$ cat src/inc/fp_logic_pkg.sv
// Shared constants and types for the significand logic and flag check unit
package fp_logic_pkg;
   // Operand formats
   localparam int SIG_W  = 64;
   localparam int EXP_W  = 17;
   localparam int FLAG_W = 6;
   localparam int NUM_SF = 4;
   localparam int IP_W   = 64;
   localparam int IMM_W  = 21;
   // Branch displacement: immediate scaled to 16-byte bundles
   localparam int BR_SHIFT = 4;
   localparam int BR_EXT_W = 25;
   // Implemented address widths, plain defaults
   localparam int VIRT_IMPL_BITS = 51;
   localparam int PHYS_IMPL_BITS = 44;
   // Fixed result fields
   localparam logic [EXP_W-1:0] INT_EXP    = 17'h1003e;
   localparam logic [EXP_W-1:0] NATVAL_EXP = 17'h1fffe;
   localparam logic [SIG_W-1:0] NATVAL_SIG = 64'h0;
   localparam logic             SIGN_POS   = 1'h0;
   // APB map, byte addresses
   localparam int ADDR_W = 12;
   localparam logic [ADDR_W-1:0] ADDR_CTRL      = 12'h000;
   localparam logic [ADDR_W-1:0] ADDR_TRAP_DIS  = 12'h004;
   localparam logic [ADDR_W-1:0] ADDR_FLAGS     = 12'h008;
   localparam logic [ADDR_W-1:0] ADDR_INT_STAT  = 12'h00c;
   localparam logic [ADDR_W-1:0] ADDR_INT_MASK  = 12'h010;
   localparam logic [ADDR_W-1:0] ADDR_TARGET_LO = 12'h014;
   localparam logic [ADDR_W-1:0] ADDR_TARGET_HI = 12'h018;
   // Control bits
   localparam int CTRL_W      = 2;
   localparam int CTRL_TB_BIT = 0;
   localparam int CTRL_IT_BIT = 1;
   // Interrupt event bits
   localparam int INT_W      = 4;
   localparam int EV_BRANCH  = 0;
   localparam int EV_UNIMPL  = 1;
   localparam int EV_TBTRAP  = 2;
   localparam int EV_NAT     = 3;
   // Reset values
   localparam logic [CTRL_W-1:0]        RST_CTRL     = 2'h0;
   localparam logic [FLAG_W-1:0]        RST_TRAP_DIS = 6'h3f;
   localparam logic [NUM_SF*FLAG_W-1:0] RST_FLAGS    = 24'h0;
   localparam logic [INT_W-1:0]         RST_INT      = 4'h0;
   // Operation select
   typedef enum logic [1:0] {OP_AND, OP_ANDCM, OP_CHKF} op_t;
endpackage

$ cat src/hw/fp_sig_logic.sv
// Combinational significand AND / AND-complement with NaTVal propagation
`timescale 1ns/100ps
`default_nettype none
module fp_sig_logic (
   input  wire logic                            complement, // Invert second operand
   input  wire logic [fp_logic_pkg::SIG_W-1:0]  a_sig,      // First significand
   input  wire logic                            a_nat,      // First is NaTVal
   input  wire logic [fp_logic_pkg::SIG_W-1:0]  b_sig,      // Second significand
   input  wire logic                            b_nat,      // Second is NaTVal
   output logic      [fp_logic_pkg::SIG_W-1:0]  r_sig,      // Result significand
   output logic      [fp_logic_pkg::EXP_W-1:0]  r_exp,      // Result exponent
   output logic                                 r_sign,     // Result sign
   output logic                                 r_nat       // Result is NaTVal
);
   logic [fp_logic_pkg::SIG_W-1:0] b_eff;

   // Second operand, optionally complemented
   assign b_eff = complement ? ~b_sig : b_sig;

   // NaTVal wins over the computed value
   always_comb
   begin
      r_nat = a_nat | b_nat;
      if (r_nat)
      begin
         r_sig  = fp_logic_pkg::NATVAL_SIG;
         r_exp  = fp_logic_pkg::NATVAL_EXP;
         r_sign = fp_logic_pkg::SIGN_POS;
      end
      else
      begin
         r_sig  = a_sig & b_eff;
         r_exp  = fp_logic_pkg::INT_EXP;
         r_sign = fp_logic_pkg::SIGN_POS;
      end
   end
endmodule
`default_nettype wire

$ cat src/hw/fp_logic_flag_check.sv
// Significand logic and status flag check unit with APB control registers
`timescale 1ns/100ps
`default_nettype none
// Functional notes
// - AND writes bit-wise AND of significands
// - Logic results get integer exponent, positive sign
// - AND-complement inverts second significand first
// - Any NaTVal source yields NaTVal result
// - Branch on trap-enabled or unrecorded flags
// - Target is IP plus sign-extended bundle offset
// - Trap unimplemented target; trap if branch-trapping
module fp_logic_flag_check (
   input  wire logic                            pclk,                  // Core clock
   input  wire logic                            presetn,               // Async reset, low
   input  wire logic                            psel,                  // APB select
   input  wire logic                            penable,               // APB enable
   input  wire logic                            pwrite,                // APB write
   input  wire logic [fp_logic_pkg::ADDR_W-1:0] paddr,                 // APB address
   input  wire logic [31:0]                     pwdata,                // APB write data
   output logic      [31:0]                     prdata,                // APB read data
   output logic                                 pready,                // APB ready
   output logic                                 pslverr,               // APB error
   input  wire logic                            op_valid,              // Issue strobe
   input  wire fp_logic_pkg::op_t               op_sel,                // Operation
   input  wire logic                            qualifying_predicate,  // Predicate value
   input  wire logic [fp_logic_pkg::SIG_W-1:0]  src1_sig,              // Source 1 significand
   input  wire logic                            src1_nat,              // Source 1 NaTVal
   input  wire logic [fp_logic_pkg::SIG_W-1:0]  src2_sig,              // Source 2 significand
   input  wire logic                            src2_nat,              // Source 2 NaTVal
   input  wire logic [fp_logic_pkg::IP_W-1:0]   ip,                    // Bundle address
   input  wire logic [fp_logic_pkg::IMM_W-1:0]  imm21,                 // Branch immediate
   input  wire logic [1:0]                      status_field_select,   // Status field 0..3
   output logic                                 res_valid,             // Register write pulse
   output logic      [fp_logic_pkg::SIG_W-1:0]  res_sig,               // Result significand
   output logic      [fp_logic_pkg::EXP_W-1:0]  res_exp,               // Result exponent
   output logic                                 res_sign,              // Result sign
   output logic                                 res_nat,               // Result NaTVal
   output logic                                 branch_taken,          // Branch pulse
   output logic      [fp_logic_pkg::IP_W-1:0]   branch_target,         // New IP
   output logic                                 unimpl_addr_trap,      // Trap pulse
   output logic                                 taken_branch_trap,     // Trap pulse
   output logic                                 irq                    // Interrupt level
);
   typedef struct packed {
      logic [fp_logic_pkg::CTRL_W-1:0]                     ctrl;
      logic [fp_logic_pkg::FLAG_W-1:0]                     trap_dis;
      logic [fp_logic_pkg::NUM_SF*fp_logic_pkg::FLAG_W-1:0] flags;
      logic [fp_logic_pkg::INT_W-1:0]                      int_stat;
      logic [fp_logic_pkg::INT_W-1:0]                      int_mask;
      logic [31:0]                                         rdata;
      logic                                                res_valid;
      logic [fp_logic_pkg::SIG_W-1:0]                      res_sig;
      logic [fp_logic_pkg::EXP_W-1:0]                      res_exp;
      logic                                                res_sign;
      logic                                                res_nat;
      logic                                                br_taken;
      logic [fp_logic_pkg::IP_W-1:0]                       br_target;
      logic                                                ua_trap;
      logic                                                tb_trap;
   } state_t;

   state_t q;
   state_t next_q;

   logic [fp_logic_pkg::SIG_W-1:0]    lg_sig;
   logic [fp_logic_pkg::EXP_W-1:0]    lg_exp;
   logic                              lg_sign;
   logic                              lg_nat;
   logic [fp_logic_pkg::FLAG_W-1:0]   sel_flags;
   logic                              chk_hit;
   logic [fp_logic_pkg::BR_EXT_W-1:0] disp_raw;
   logic [fp_logic_pkg::IP_W-1:0]     target;
   logic                              unimpl_virt;
   logic                              unimpl_phys;
   logic                              addr_hit;
   logic                              apb_access;
   logic                              fire;

   // Shared logic datapath
   fp_sig_logic u_logic (
      .complement (op_sel == fp_logic_pkg::OP_ANDCM),
      .a_sig      (src1_sig),
      .a_nat      (src1_nat),
      .b_sig      (src2_sig),
      .b_nat      (src2_nat),
      .r_sig      (lg_sig),
      .r_exp      (lg_exp),
      .r_sign     (lg_sign),
      .r_nat      (lg_nat)
   );

   // Operation only counts with predicate set
   assign fire = op_valid & qualifying_predicate;

   // Flag check against traps and main field
   assign sel_flags = q.flags[status_field_select*fp_logic_pkg::FLAG_W +: fp_logic_pkg::FLAG_W];
   assign chk_hit   = (|(sel_flags & ~q.trap_dis))
                    | (|(sel_flags & ~q.flags[fp_logic_pkg::FLAG_W-1:0]));

   // Displacement counted in bundles, sign-extended to IP width
   assign disp_raw = {imm21, {fp_logic_pkg::BR_SHIFT{1'b0}}};
   assign target   = ip + {{(fp_logic_pkg::IP_W-fp_logic_pkg::BR_EXT_W){disp_raw[fp_logic_pkg::BR_EXT_W-1]}},
                           disp_raw};

   // Virtual needs sign-extended top, physical needs zero top
   assign unimpl_virt = !((&target[fp_logic_pkg::IP_W-1:fp_logic_pkg::VIRT_IMPL_BITS-1])
                        | ~(|target[fp_logic_pkg::IP_W-1:fp_logic_pkg::VIRT_IMPL_BITS-1]));
   assign unimpl_phys = |target[fp_logic_pkg::IP_W-1:fp_logic_pkg::PHYS_IMPL_BITS];

   // Address decode; zero wait states
   always_comb
   begin
      unique case (paddr)
         fp_logic_pkg::ADDR_CTRL,
         fp_logic_pkg::ADDR_TRAP_DIS,
         fp_logic_pkg::ADDR_FLAGS,
         fp_logic_pkg::ADDR_INT_STAT,
         fp_logic_pkg::ADDR_INT_MASK,
         fp_logic_pkg::ADDR_TARGET_LO,
         fp_logic_pkg::ADDR_TARGET_HI: addr_hit = 1'b1;
         default:                      addr_hit = 1'b0;
      endcase
   end

   assign apb_access = psel & penable;
   assign pready     = 1'b1;
   assign pslverr    = apb_access & ~addr_hit;

   // Next state: bus, datapath, then events so set beats clear
   always_comb
   begin
      next_q           = q;
      next_q.res_valid = 1'b0;
      next_q.br_taken  = 1'b0;
      next_q.ua_trap   = 1'b0;
      next_q.tb_trap   = 1'b0;
      // Read data captured in setup so it stands through access
      if (psel && !penable)
      begin
         unique case (paddr)
            fp_logic_pkg::ADDR_CTRL:      next_q.rdata = {30'h0, q.ctrl};
            fp_logic_pkg::ADDR_TRAP_DIS:  next_q.rdata = {26'h0, q.trap_dis};
            fp_logic_pkg::ADDR_FLAGS:     next_q.rdata = {8'h0, q.flags};
            fp_logic_pkg::ADDR_INT_STAT:  next_q.rdata = {28'h0, q.int_stat};
            fp_logic_pkg::ADDR_INT_MASK:  next_q.rdata = {28'h0, q.int_mask};
            fp_logic_pkg::ADDR_TARGET_LO: next_q.rdata = q.br_target[31:0];
            fp_logic_pkg::ADDR_TARGET_HI: next_q.rdata = q.br_target[63:32];
            default:                      next_q.rdata = 32'h0;
         endcase
      end
      // Writes land on the access edge
      if (apb_access && pwrite)
      begin
         unique case (paddr)
            fp_logic_pkg::ADDR_CTRL:     next_q.ctrl = pwdata[fp_logic_pkg::CTRL_W-1:0];
            fp_logic_pkg::ADDR_TRAP_DIS: next_q.trap_dis = pwdata[fp_logic_pkg::FLAG_W-1:0];
            fp_logic_pkg::ADDR_FLAGS:    next_q.flags = pwdata[fp_logic_pkg::NUM_SF*fp_logic_pkg::FLAG_W-1:0];
            fp_logic_pkg::ADDR_INT_STAT: next_q.int_stat = q.int_stat & ~pwdata[fp_logic_pkg::INT_W-1:0];
            fp_logic_pkg::ADDR_INT_MASK: next_q.int_mask = pwdata[fp_logic_pkg::INT_W-1:0];
            default:                     next_q.int_mask = q.int_mask;
         endcase
      end
      // Datapath; nothing moves without the predicate
      if (fire)
      begin
         unique case (op_sel)
            fp_logic_pkg::OP_AND,
            fp_logic_pkg::OP_ANDCM:
            begin
               next_q.res_valid = 1'b1;
               next_q.res_sig   = lg_sig;
               next_q.res_exp   = lg_exp;
               next_q.res_sign  = lg_sign;
               next_q.res_nat   = lg_nat;
               if (lg_nat)
               begin
                  next_q.int_stat[fp_logic_pkg::EV_NAT] = 1'b1;
               end
            end
            fp_logic_pkg::OP_CHKF:
            begin
               if (chk_hit)
               begin
                  next_q.br_taken  = 1'b1;
                  next_q.br_target = target;
                  next_q.ua_trap   = q.ctrl[fp_logic_pkg::CTRL_IT_BIT] ? unimpl_virt : unimpl_phys;
                  next_q.tb_trap   = q.ctrl[fp_logic_pkg::CTRL_TB_BIT];
                  next_q.int_stat[fp_logic_pkg::EV_BRANCH] = 1'b1;
                  next_q.int_stat[fp_logic_pkg::EV_UNIMPL] = next_q.int_stat[fp_logic_pkg::EV_UNIMPL]
                                                           | next_q.ua_trap;
                  next_q.int_stat[fp_logic_pkg::EV_TBTRAP] = next_q.int_stat[fp_logic_pkg::EV_TBTRAP]
                                                           | next_q.tb_trap;
               end
            end
            default:
            begin
               next_q.res_valid = 1'b0;
            end
         endcase
      end
   end

   // State register
   always_ff @(posedge pclk or negedge presetn)
   begin
      if (!presetn)
      begin
         q           <= '0;
         q.ctrl      <= fp_logic_pkg::RST_CTRL;
         q.trap_dis  <= fp_logic_pkg::RST_TRAP_DIS;
         q.flags     <= fp_logic_pkg::RST_FLAGS;
         q.int_stat  <= fp_logic_pkg::RST_INT;
         q.int_mask  <= fp_logic_pkg::RST_INT;
      end
      else
      begin
         q <= next_q;
      end
   end

   // Outputs straight from state
   assign prdata            = q.rdata;
   assign res_valid         = q.res_valid;
   assign res_sig           = q.res_sig;
   assign res_exp           = q.res_exp;
   assign res_sign          = q.res_sign;
   assign res_nat           = q.res_nat;
   assign branch_taken      = q.br_taken;
   assign branch_target     = q.br_target;
   assign unimpl_addr_trap  = q.ua_trap;
   assign taken_branch_trap = q.tb_trap;
   assign irq               = |(q.int_stat & q.int_mask);

   // Status bit lands with the result, so a clear one cycle later cannot hide it
   logic int_stat_nat_seen;
   assign int_stat_nat_seen = q.int_stat[fp_logic_pkg::EV_NAT];

   // Reference decision shifts the field down rather than using the indexed select
   logic [fp_logic_pkg::NUM_SF*fp_logic_pkg::FLAG_W-1:0] ref_shift;
   logic                                                 ref_hit;
   assign ref_shift = q.flags >> (status_field_select * fp_logic_pkg::FLAG_W);
   assign ref_hit   = (|(ref_shift[fp_logic_pkg::FLAG_W-1:0] & ~q.trap_dis))
                    | (|(ref_shift[fp_logic_pkg::FLAG_W-1:0] & ~q.flags[fp_logic_pkg::FLAG_W-1:0]));
endmodule
`default_nettype wire

$ cat config.mk
export PLATFORM = sky130hd
export DESIGN_NAME = fp_logic_flag_check
export DESIGN_NICKNAME = d
export VERILOG_FILES = /design/src/inc/fp_logic_pkg.sv /design/src/hw/fp_sig_logic.sv /design/src/hw/fp_logic_flag_check.sv
export SDC_FILE = /design/constraint.sdc
export NUM_CORES = 1
export LEC_CHECK = 0
export ABC_AREA = 0
export BUFFER_PORTS_ARGS = -buffer_cell sky130_fd_sc_hd__buf_2
export CORE_MARGIN = 4
export CORE_UTILIZATION = 40
export DETAILED_ROUTE_END_ITERATION = 10
export PLACE_DENSITY_LB_ADDON = 0.15
export SLEW_MARGIN = 25
export SYNTH_ARGS = -nofsm -noshare
export SYNTH_HDL_FRONTEND = slang
export SYNTH_SLANG_ARGS = --single-unit
$ cat constraint.sdc
create_clock -name pclk -period 2.83 [get_ports pclk]
set_input_delay 0.1415 -clock pclk [delete_from_list [all_inputs] [get_ports pclk]]
set_output_delay 0.1415 -clock pclk [all_outputs]
set_load 0.01 [all_outputs]
==> summary.md, run 1 <==
| Metric | Value |
|---|---|
| Unique masters post-synth | 75 |
| Initial drt markers | around 830 |
| Fraction of layout instances using a drive strength above 1 | 0.430 |
| Crit path max fanout | 17 |
| Via count | about 14000 |
| Final Instance Count excl. Fillers | roughly 2600 |
| Placed cell area | around 17000 um^2 |
| Initial Util | 0.406 |
| Crit-path cells | buf_8, ha_4, buf_4, nand2_2, nor4_4, nand2_1, or4_4, a41oi_2, buf_4, a31oi_1, xor2_1, nand3_1, nor4_4, o2111ai_2, a22o_1 |
| Nets | 2456 |
| WL per Instance | between 20 and 25 um |
| First-pass GRT wire length | ~82000 um |
| Cell Pwr Density | 441 nW/um^2 |
| H-tree Lvls | 1 |
| Period utilization | 0.967 |
| Grt ovf | 0 |
| Number of global-route vias before repair | 13900 |
| Total global-route track usage | 0.269 |
| Clock power share | 0.357 |
| Pin count of the biggest net entering global routing | 116 |
| Crit path DAT | approximately 3100 ps |
| Kind of cell adding the most delay to the critical path | simple AND/OR/NAND/NOR gates |
| Global placer's final weighted congestion | 0.948 |
| Vias per cell | between 5 and 6 |
| CTS Buf Count | 23 |
| Worst Hold Class | primary input to register |
| CTS tree | done |
| Setup TNS Final | 0 ps |
| FMAX | 0.365 GHz |
| P_int | just over 6 mW |
| Logic pwr share | 0.296 |
| Tmin final | about 2700 ps |
| Switching Share | 0.295 |
| Number of synthesized flops with an enable pin | 0 |
| Cell area after layout | around 20000 um^2 |
| Clock Latency Late Sink | 530 ps |
| Slack of the critical path | roughly 93 ps |
| Die Ht | ~200 um |
| Clock Tree Buf Depth | 3 |
| Core area | 34500 um^2 |
| CP Launch Type | primary input |
| Drt first pass iters | 6 |
| Critical Path RT | 3220 ps |
| Buffers added on ports | 444 |
| Die width | around 200 um |
| Post-synth top area cell | dfrtp_1 |
| Net load switching power | about 2.6 mW |
| Synth top area cells | dfrtp_1 (36%), buf_4 (9.6%), xnor2_1 (6.1%) |
| Seq pwr share | 0.347 |
| Post-synthesis sequential area ratio | 0.368 |
| Post-route DRC | 0 |
| YS warnings | 0 |
| Worst-Margin Slew | approximately 780 ps |
| Status | finished, final reports clean |
| DP HPWL | 43000 um |
| VDD IR max | about 400 uV |
| Critical Path End Type | register |
| Post-synthesis sequential element count | around 210 |
| Detailed Route WL | 54300 um |
| P_leak | between 9 and 10 nW |
| Site Rows | 68 |
| Clk root buf | clkbuf_16 |
| Layout Skew | about 27 ps |
| Buf/Inv on CP | 3 |
| CTS Sinks | ~210 |
| Pre-CTS WS | -830 ps |
| Most frequent cells in the layout | buf_2 (442), buf_4 (286), dfrtp_1 (200) |
| Placed instance count | roughly 2400 |
| Slew margin rel. | 0.483 |
| Area share of the largest cell type after synthesis | 0.357 |
| Max stage delay on crit path | 540 ps |
| Crit-path slowest cell | or4_4 |
| Max-cap violations | 0 |
| Cells after synthesis | roughly 1500 |
| Total die area | ~38000 um^2 |
| Synthesized area | 14000 um^2 |
| Most common cell after layout, fill and taps aside | buf_2 |
| Routed Antenna Nets | 0 |
| Unrepaired setup endpoints after global routing | yes |
| Final setup vio count | 0 |
| Ports | about 460 |
| Syn avg cell area | roughly 9.3 um^2 |
| Setup CP Type | primary input to register |
| Final hold vios | 0 |
| Synth-to-Final Area Change | 42.6% |
| Fill cells | 3134 |
| Initial antenna violation count | 10 |
| Ys flop type | dfrtp_1 |
| Synth async-reset ratio | 1.00 |
| Final slew viol count | 0 |
| Clk slew on worst S/H paths | roughly 60 ps |
==> stage by stage <==
stage                     hold slack [ps]   util  power, mW
after floorplan                      -154      -       4.22
after global placement                169  0.503       5.41
after CTS                            2.38  0.566       8.75
after detailed placement              166  0.503       5.42
final                                16.4  0.579       8.81
after global routing                 14.0  0.578       9.20
==> tightest hold or removal path, stage by stage <==
cell	delay (ps)
buf_2	80
xnor2_1	100
a32o_1	150
==> cell type report <==
cell class              count  area (um^2)  share of cell area
clock inverters            16          198             0.00989
inverters                  14         52.6             0.00263
multi-input cells        1021         7610               0.381
well taps                 455          569              0.0285
diodes                     11         27.5             0.00138
clock buffers              25          593              0.0297
flip-flops and latches    206         5160               0.258
repair buffers            860         5780               0.289
==> cell usage after synthesis, types with 8 or more instances <==
| cell | instances |
|---|---|
| nand4_1 | 29 |
| a211oi_1 | 11 |
| o211ai_1 | 10 |
| a32o_1 | 64 |
| xnor2_1 | 97 |
| nor3_1 | 10 |
| a21o_1 | 19 |
| ha_1 | 59 |
| a21oi_1 | 84 |
| o21ai_0 | 131 |
| buf_2 | 27 |
| clkbuf_1 | 51 |
| nand3_1 | 14 |
| dfrtp_1 | 200 |
| nor2b_1 | 9 |
| nand2_1 | 188 |
| a222oi_1 | 20 |
| buf_4 | 180 |
| o21bai_1 | 8 |
| mux2_2 | 40 |
| inv_1 | 14 |
| nor4_1 | 10 |
| nor2_1 | 45 |
| a22oi_1 | 22 |
| xor2_1 | 23 |
| o21a_1 | 14 |
| a31oi_1 | 13 |
==> timing repair <==
item,CTS,global route
hold buffers,122,0
cloned,0,0
resized for setup,24,60
pin swaps,9,30
hold endpoints to repair,172,0
buffers inserted,2,4
setup endpoints to repair,2,2
==> metal layers <==
layer  up-vias  global-route usage  wire [um]
li1       6564                   -          -
met2       484               0.474      27600
met1      6724               0.342      22000
met4         2              0.0988       1940
met5         -                   0         13
met3        94              0.0305       2810
==> sequential cells by signal, summed over array words and instances (netlist names) <==
register,flops
q,39
prdata,32
int_stat_nat_seen,1
taken_branch_trap,1
res_exp,2
res_sig,64
branch_taken,1
res_valid,1
branch_target,64
unimpl_addr_trap,1
==> path summary, 6_finish.rpt <==
check	startpoint	end	slack, ps	depth (start not counted)
worst max-delay path	imm21[20]	q[188]	90	15
min in group asynchronous	presetn	res_sig[48]	180	2
worst min-delay path	src2_sig[42]	res_sig[42]	20	3
max in group asynchronous	presetn	branch_target[48]	1770	3
worst max register to register	q[192]	branch_target[62]	330	6
worst min register to register	prdata[27]	prdata[27]	480	2
==> power groups by stage <==
stage / Clock, mW / Combinational [mW] / Sequential (mW)
global route: 3.31 / 2.83 / 3.07
CTS: 3.20 / 2.50 / 3.06
floorplan: 0 / 1.12 / 3.10
detailed placement: 0 / 2.31 / 3.11
global placement: 0 / 2.30 / 3.11
finish: 3.14 / 2.61 / 3.06
==> cells by family (layout without fill, tap and decap cells) <==
family,count (synthesis),count (layout),share of synthesized area
simple gates,348,348,0.116
fa+ha+maj,60,60,0.0541
compound gates,444,444,0.218
mux,46,46,0.0418
flops,206,206,0.368
other cells,2,14,0.000536
buf+inv,279,915,0.126
xor+xnor,120,120,0.0750
Power figures use the tool's default switching activity.
==> run 2, diff against run 1 <==
--- a/config.mk
+++ b/config.mk
@@ -8,7 +8,7 @@
 export ABC_AREA = 0
 export BUFFER_PORTS_ARGS = -buffer_cell sky130_fd_sc_hd__buf_2
 export CORE_MARGIN = 4
-export CORE_UTILIZATION = 40
+export CORE_UTILIZATION = 50
 export DETAILED_ROUTE_END_ITERATION = 10
 export PLACE_DENSITY_LB_ADDON = 0.15
 export SLEW_MARGIN = 25
==> run 2 against run 1 <==
Against the previous run:
- maximum frequency shrank 0.44%
- count of clock-buffer cells in the layout increased by 4
- critical endpoint unchanged
- hold slack lost 10 ps
- final area is 0.73% lower
- critical path type unchanged
- register-to-register slack improved by 120 ps
- setup slack got worse by 12 ps
- power about the same
- global-route usage grew 6.5 points
- die area fell by 19%
==> summary.md, run 2 (synthesis gave the netlist of run 1 again) <==
| Metric | Value |
|---|---|
| Status | finished, final reports clean |
| Slew margin rel. | 0.477 (-0.00605) |
| Worst Hold Class | primary input to register |
| Max-cap violations | 0 (unchanged) |
| Setup CP Type | primary input to register |
| First-pass GRT wire length | 81500 um (-0.67%) |
| Clk slew on worst S/H paths | 70 ps (about the same) |
| H-tree Lvls | 1 (unchanged) |
| Most frequent cells in the layout | buf_2 (439), buf_4 (277), dfrtp_1 (200) |
| Grt ovf | 0 (unchanged) |
| CP Launch Type | primary input |
| Number of global-route vias before repair | 14200 (+2.3%) |
| Fill cells | 2150 (-31%) |
| Initial drt markers | 1064 (+29%) |
| Logic pwr share | 0.300 (+0.004) |
| Ports | 456 (unchanged) |
| Final setup vio count | 0 (unchanged) |
| Pin count of the biggest net entering global routing | 88 (-24%) |
| Total die area | 30800 um^2 (-19%) |
| Max stage delay on crit path | 420 ps (-120 ps) |
| Clock Tree Buf Depth | 3 (unchanged) |
| Period utilization | 0.971 (+0.00425) |
| Drt first pass iters | 6 (unchanged) |
| Clock Latency Late Sink | 520 ps (about the same) |
| Post-route DRC | 0 (unchanged) |
| Met2 usage | 0.594 (+0.120) |
| Clock power share | 0.353 (-0.004) |
| Final slew viol count | 0 (unchanged) |
| Layer with the highest usage | met2 |
| P_leak | 9.71 nW (-0.83%) |
| Buf/Inv on CP | 2 (-1) |
| Net load switching power | 2.58 mW (-0.54%) |
| Via count | 14300 (+3.3%) |
| Site Rows | 61 (-10%) |
| Met1 Use GR | 0.413 (+0.0718) |
| Fin util | 0.716 (+0.138) |
| Placed cell area | 17200 um^2 (-1.1%) |
| Initial Util | 0.506 (+0.100) |
| CTS tree | done |
| Layout Skew | 32.3 ps (+5.07 ps) |
| Final hold vios | 0 (unchanged) |
| Placed instance count | 2338 (-3.7%) |
| Global placer's final weighted congestion | 0.989 (+4.3%) |
| Switching Share | 0.293 (-0.00147) |
| Critical Path End Type | register |
| VDD IR max | 359 uV (-12%) |
| Storage cell area | 5160 um^2 (unchanged) |
| Tmin final | 2750 ps (+12.0 ps) |
| Crit path DAT | 3130 ps (about the same) |
| Seq pwr share | 0.348 (about the same) |
| Initial antenna violation count | 17 (+7) |
| DP HPWL | 41700 um (-2.9%) |
| Worst Hold Slack | 6.28 ps (-10.1 ps) |
| Detailed Route WL | 55300 um (+1.8%) |
| Core area | 27700 um^2 (-20%) |
| CTS Buf Count | 22 (-4.3%) |
| Kind of cell adding the most delay to the critical path | simple AND/OR/NAND/NOR gates |
| Area of the multi-input gates | 7660 um^2 (+0.69%) |
| Buffers added on ports | 444 (unchanged) |
| Die width | 175 um (-10%) |
| Fraction of layout instances using a drive strength above 1 | 0.434 (+0.00411) |
| Die Ht | 175 um (-10%) |
| Global routing usage on met3 | 0.0422 (+0.0116) |
| FMAX | 0.364 GHz (-0.44%) |
| Routed Antenna Nets | 0 (unchanged) |
| Crit-path cells | clkbuf_16, ha_2, nand4_1, nor4_2, buf_4, nand4_4, o21ai_0, a21oi_4, nand3_2, xnor2_2, or3_4, nor4_4, o2111ai_2, a22o_1 |
| Crit path max fanout | 13 (-4) |
| Total global-route track usage | 0.334 (+0.0651) |
| Clk root buf | clkbuf_16 |
| Synth-to-Final Area Change | 41.5% |
| Nets | 2439 (-0.69%) |
| Final Instance Count excl. Fillers | 2518 (-3.5%) |
| Vias per cell | 5.69 (+7.0%) |
| Crit-path slowest cell | ha_2 |
| WL per Instance | 22.0 um (+5.4%) |
| Critical Path RT | 3210 ps (about the same) |
| P_int | 6.22 mW (+0.17%) |
| Most common cell after layout, fill and taps aside | buf_2 |
| Unrepaired setup endpoints after global routing | yes |
| Cell Pwr Density | 444 nW/um^2 (+0.69%) |
| Cell area after layout | 19800 um^2 (-0.73%) |
| Worst-Margin Slew | 784 ps (+9.07 ps) |
| CTS Sinks | 206 (unchanged) |
run 2: cell types whose count changed in the layout (fill, tap and decap cells not counted), moves of 3 or more:
cell	before	now
ha_2	4	8
dlygate4sd3_1	122	114
diode_2	11	16
buf_6	0	5
nand2_2	3	8
clkinv_2	10	3
clkbuf_8	2	5
a21oi_1	74	77
buf_2	442	439
nand2_1	185	180
ha_4	17	14
a21oi_2	10	6
buf_4	286	277
run 2: final cells by class:
type                       instances  share of cell area
inverter                          14             0.00265
tap                              378              0.0238
antenna                           16             0.00202
timing repair buffer             844               0.286
clock inverter                    10             0.00845
multi-input combinational       1021               0.386
sequential                       206               0.260
clock buffer                      29              0.0311
run 2: worst min-delay path: stages:
cell and delay (ps):
buf_2 90, xnor2_1 120, a32o_1 160
run 2: per-layer routing:
layer / up-vias / share of wire
met1: 6973 / 0.39
li1: 6547 / -
met4: 0 / 0.046
met2: 644 / 0.50
met5: - / 0
met3: 164 / 0.062
run 2: per-stage QoR:
step / TNS (ps) / setup WS, ps / total power, mW
4_1_cts: 0 / 6.14 / 8.64
3_5_place_dp: -6760 / -790 / 5.40
3_3_place_gp: -5950 / -759 / 5.38
5_1_grt: -36.2 / -36.2 / 9.16
6_report: 0 / 80.7 / 8.81
2_1_floorplan: 0 / 12.8 / 4.22
run 2: final timing paths:
check / cells past startpoint / to / slack (ps) / startpoint
hold / removal: 3 / res_sig[46] / 6 / src2_sig[46]
min in group asynchronous: 2 / res_sig[25] / 280 / presetn
hold reg to reg: 2 / prdata[31] / 480 / prdata[31]
setup reg to reg: 7 / branch_target[49] / 450 / q[214]
setup / recovery: 14 / q[188] / 80 / imm21[20]
max in group asynchronous: 3 / branch_target[47] / 1670 / presetn
run 2: repair_timing:
item,4_1_cts,5_1_grt
hold buffers,112,2
cloned,0,1
endpoints found under the hold margin,188,2
pin swaps,6,48
resized for setup,16,95
setup endpoints to repair,2,3
setup buffers,1,9
run 2: power groups by stage:
| stage | logic (mW) | clock network (mW) | registers, mW |
|---|---|---|---|
| 2_1_floorplan | 1.12 | 0 | 3.10 |
| 3_3_place_gp | 2.28 | 0 | 3.11 |
| 3_5_place_dp | 2.29 | 0 | 3.11 |
| 4_1_cts | 2.45 | 3.13 | 3.06 |
| 5_1_grt | 2.82 | 3.27 | 3.07 |
| 6_report | 2.64 | 3.11 | 3.06 |
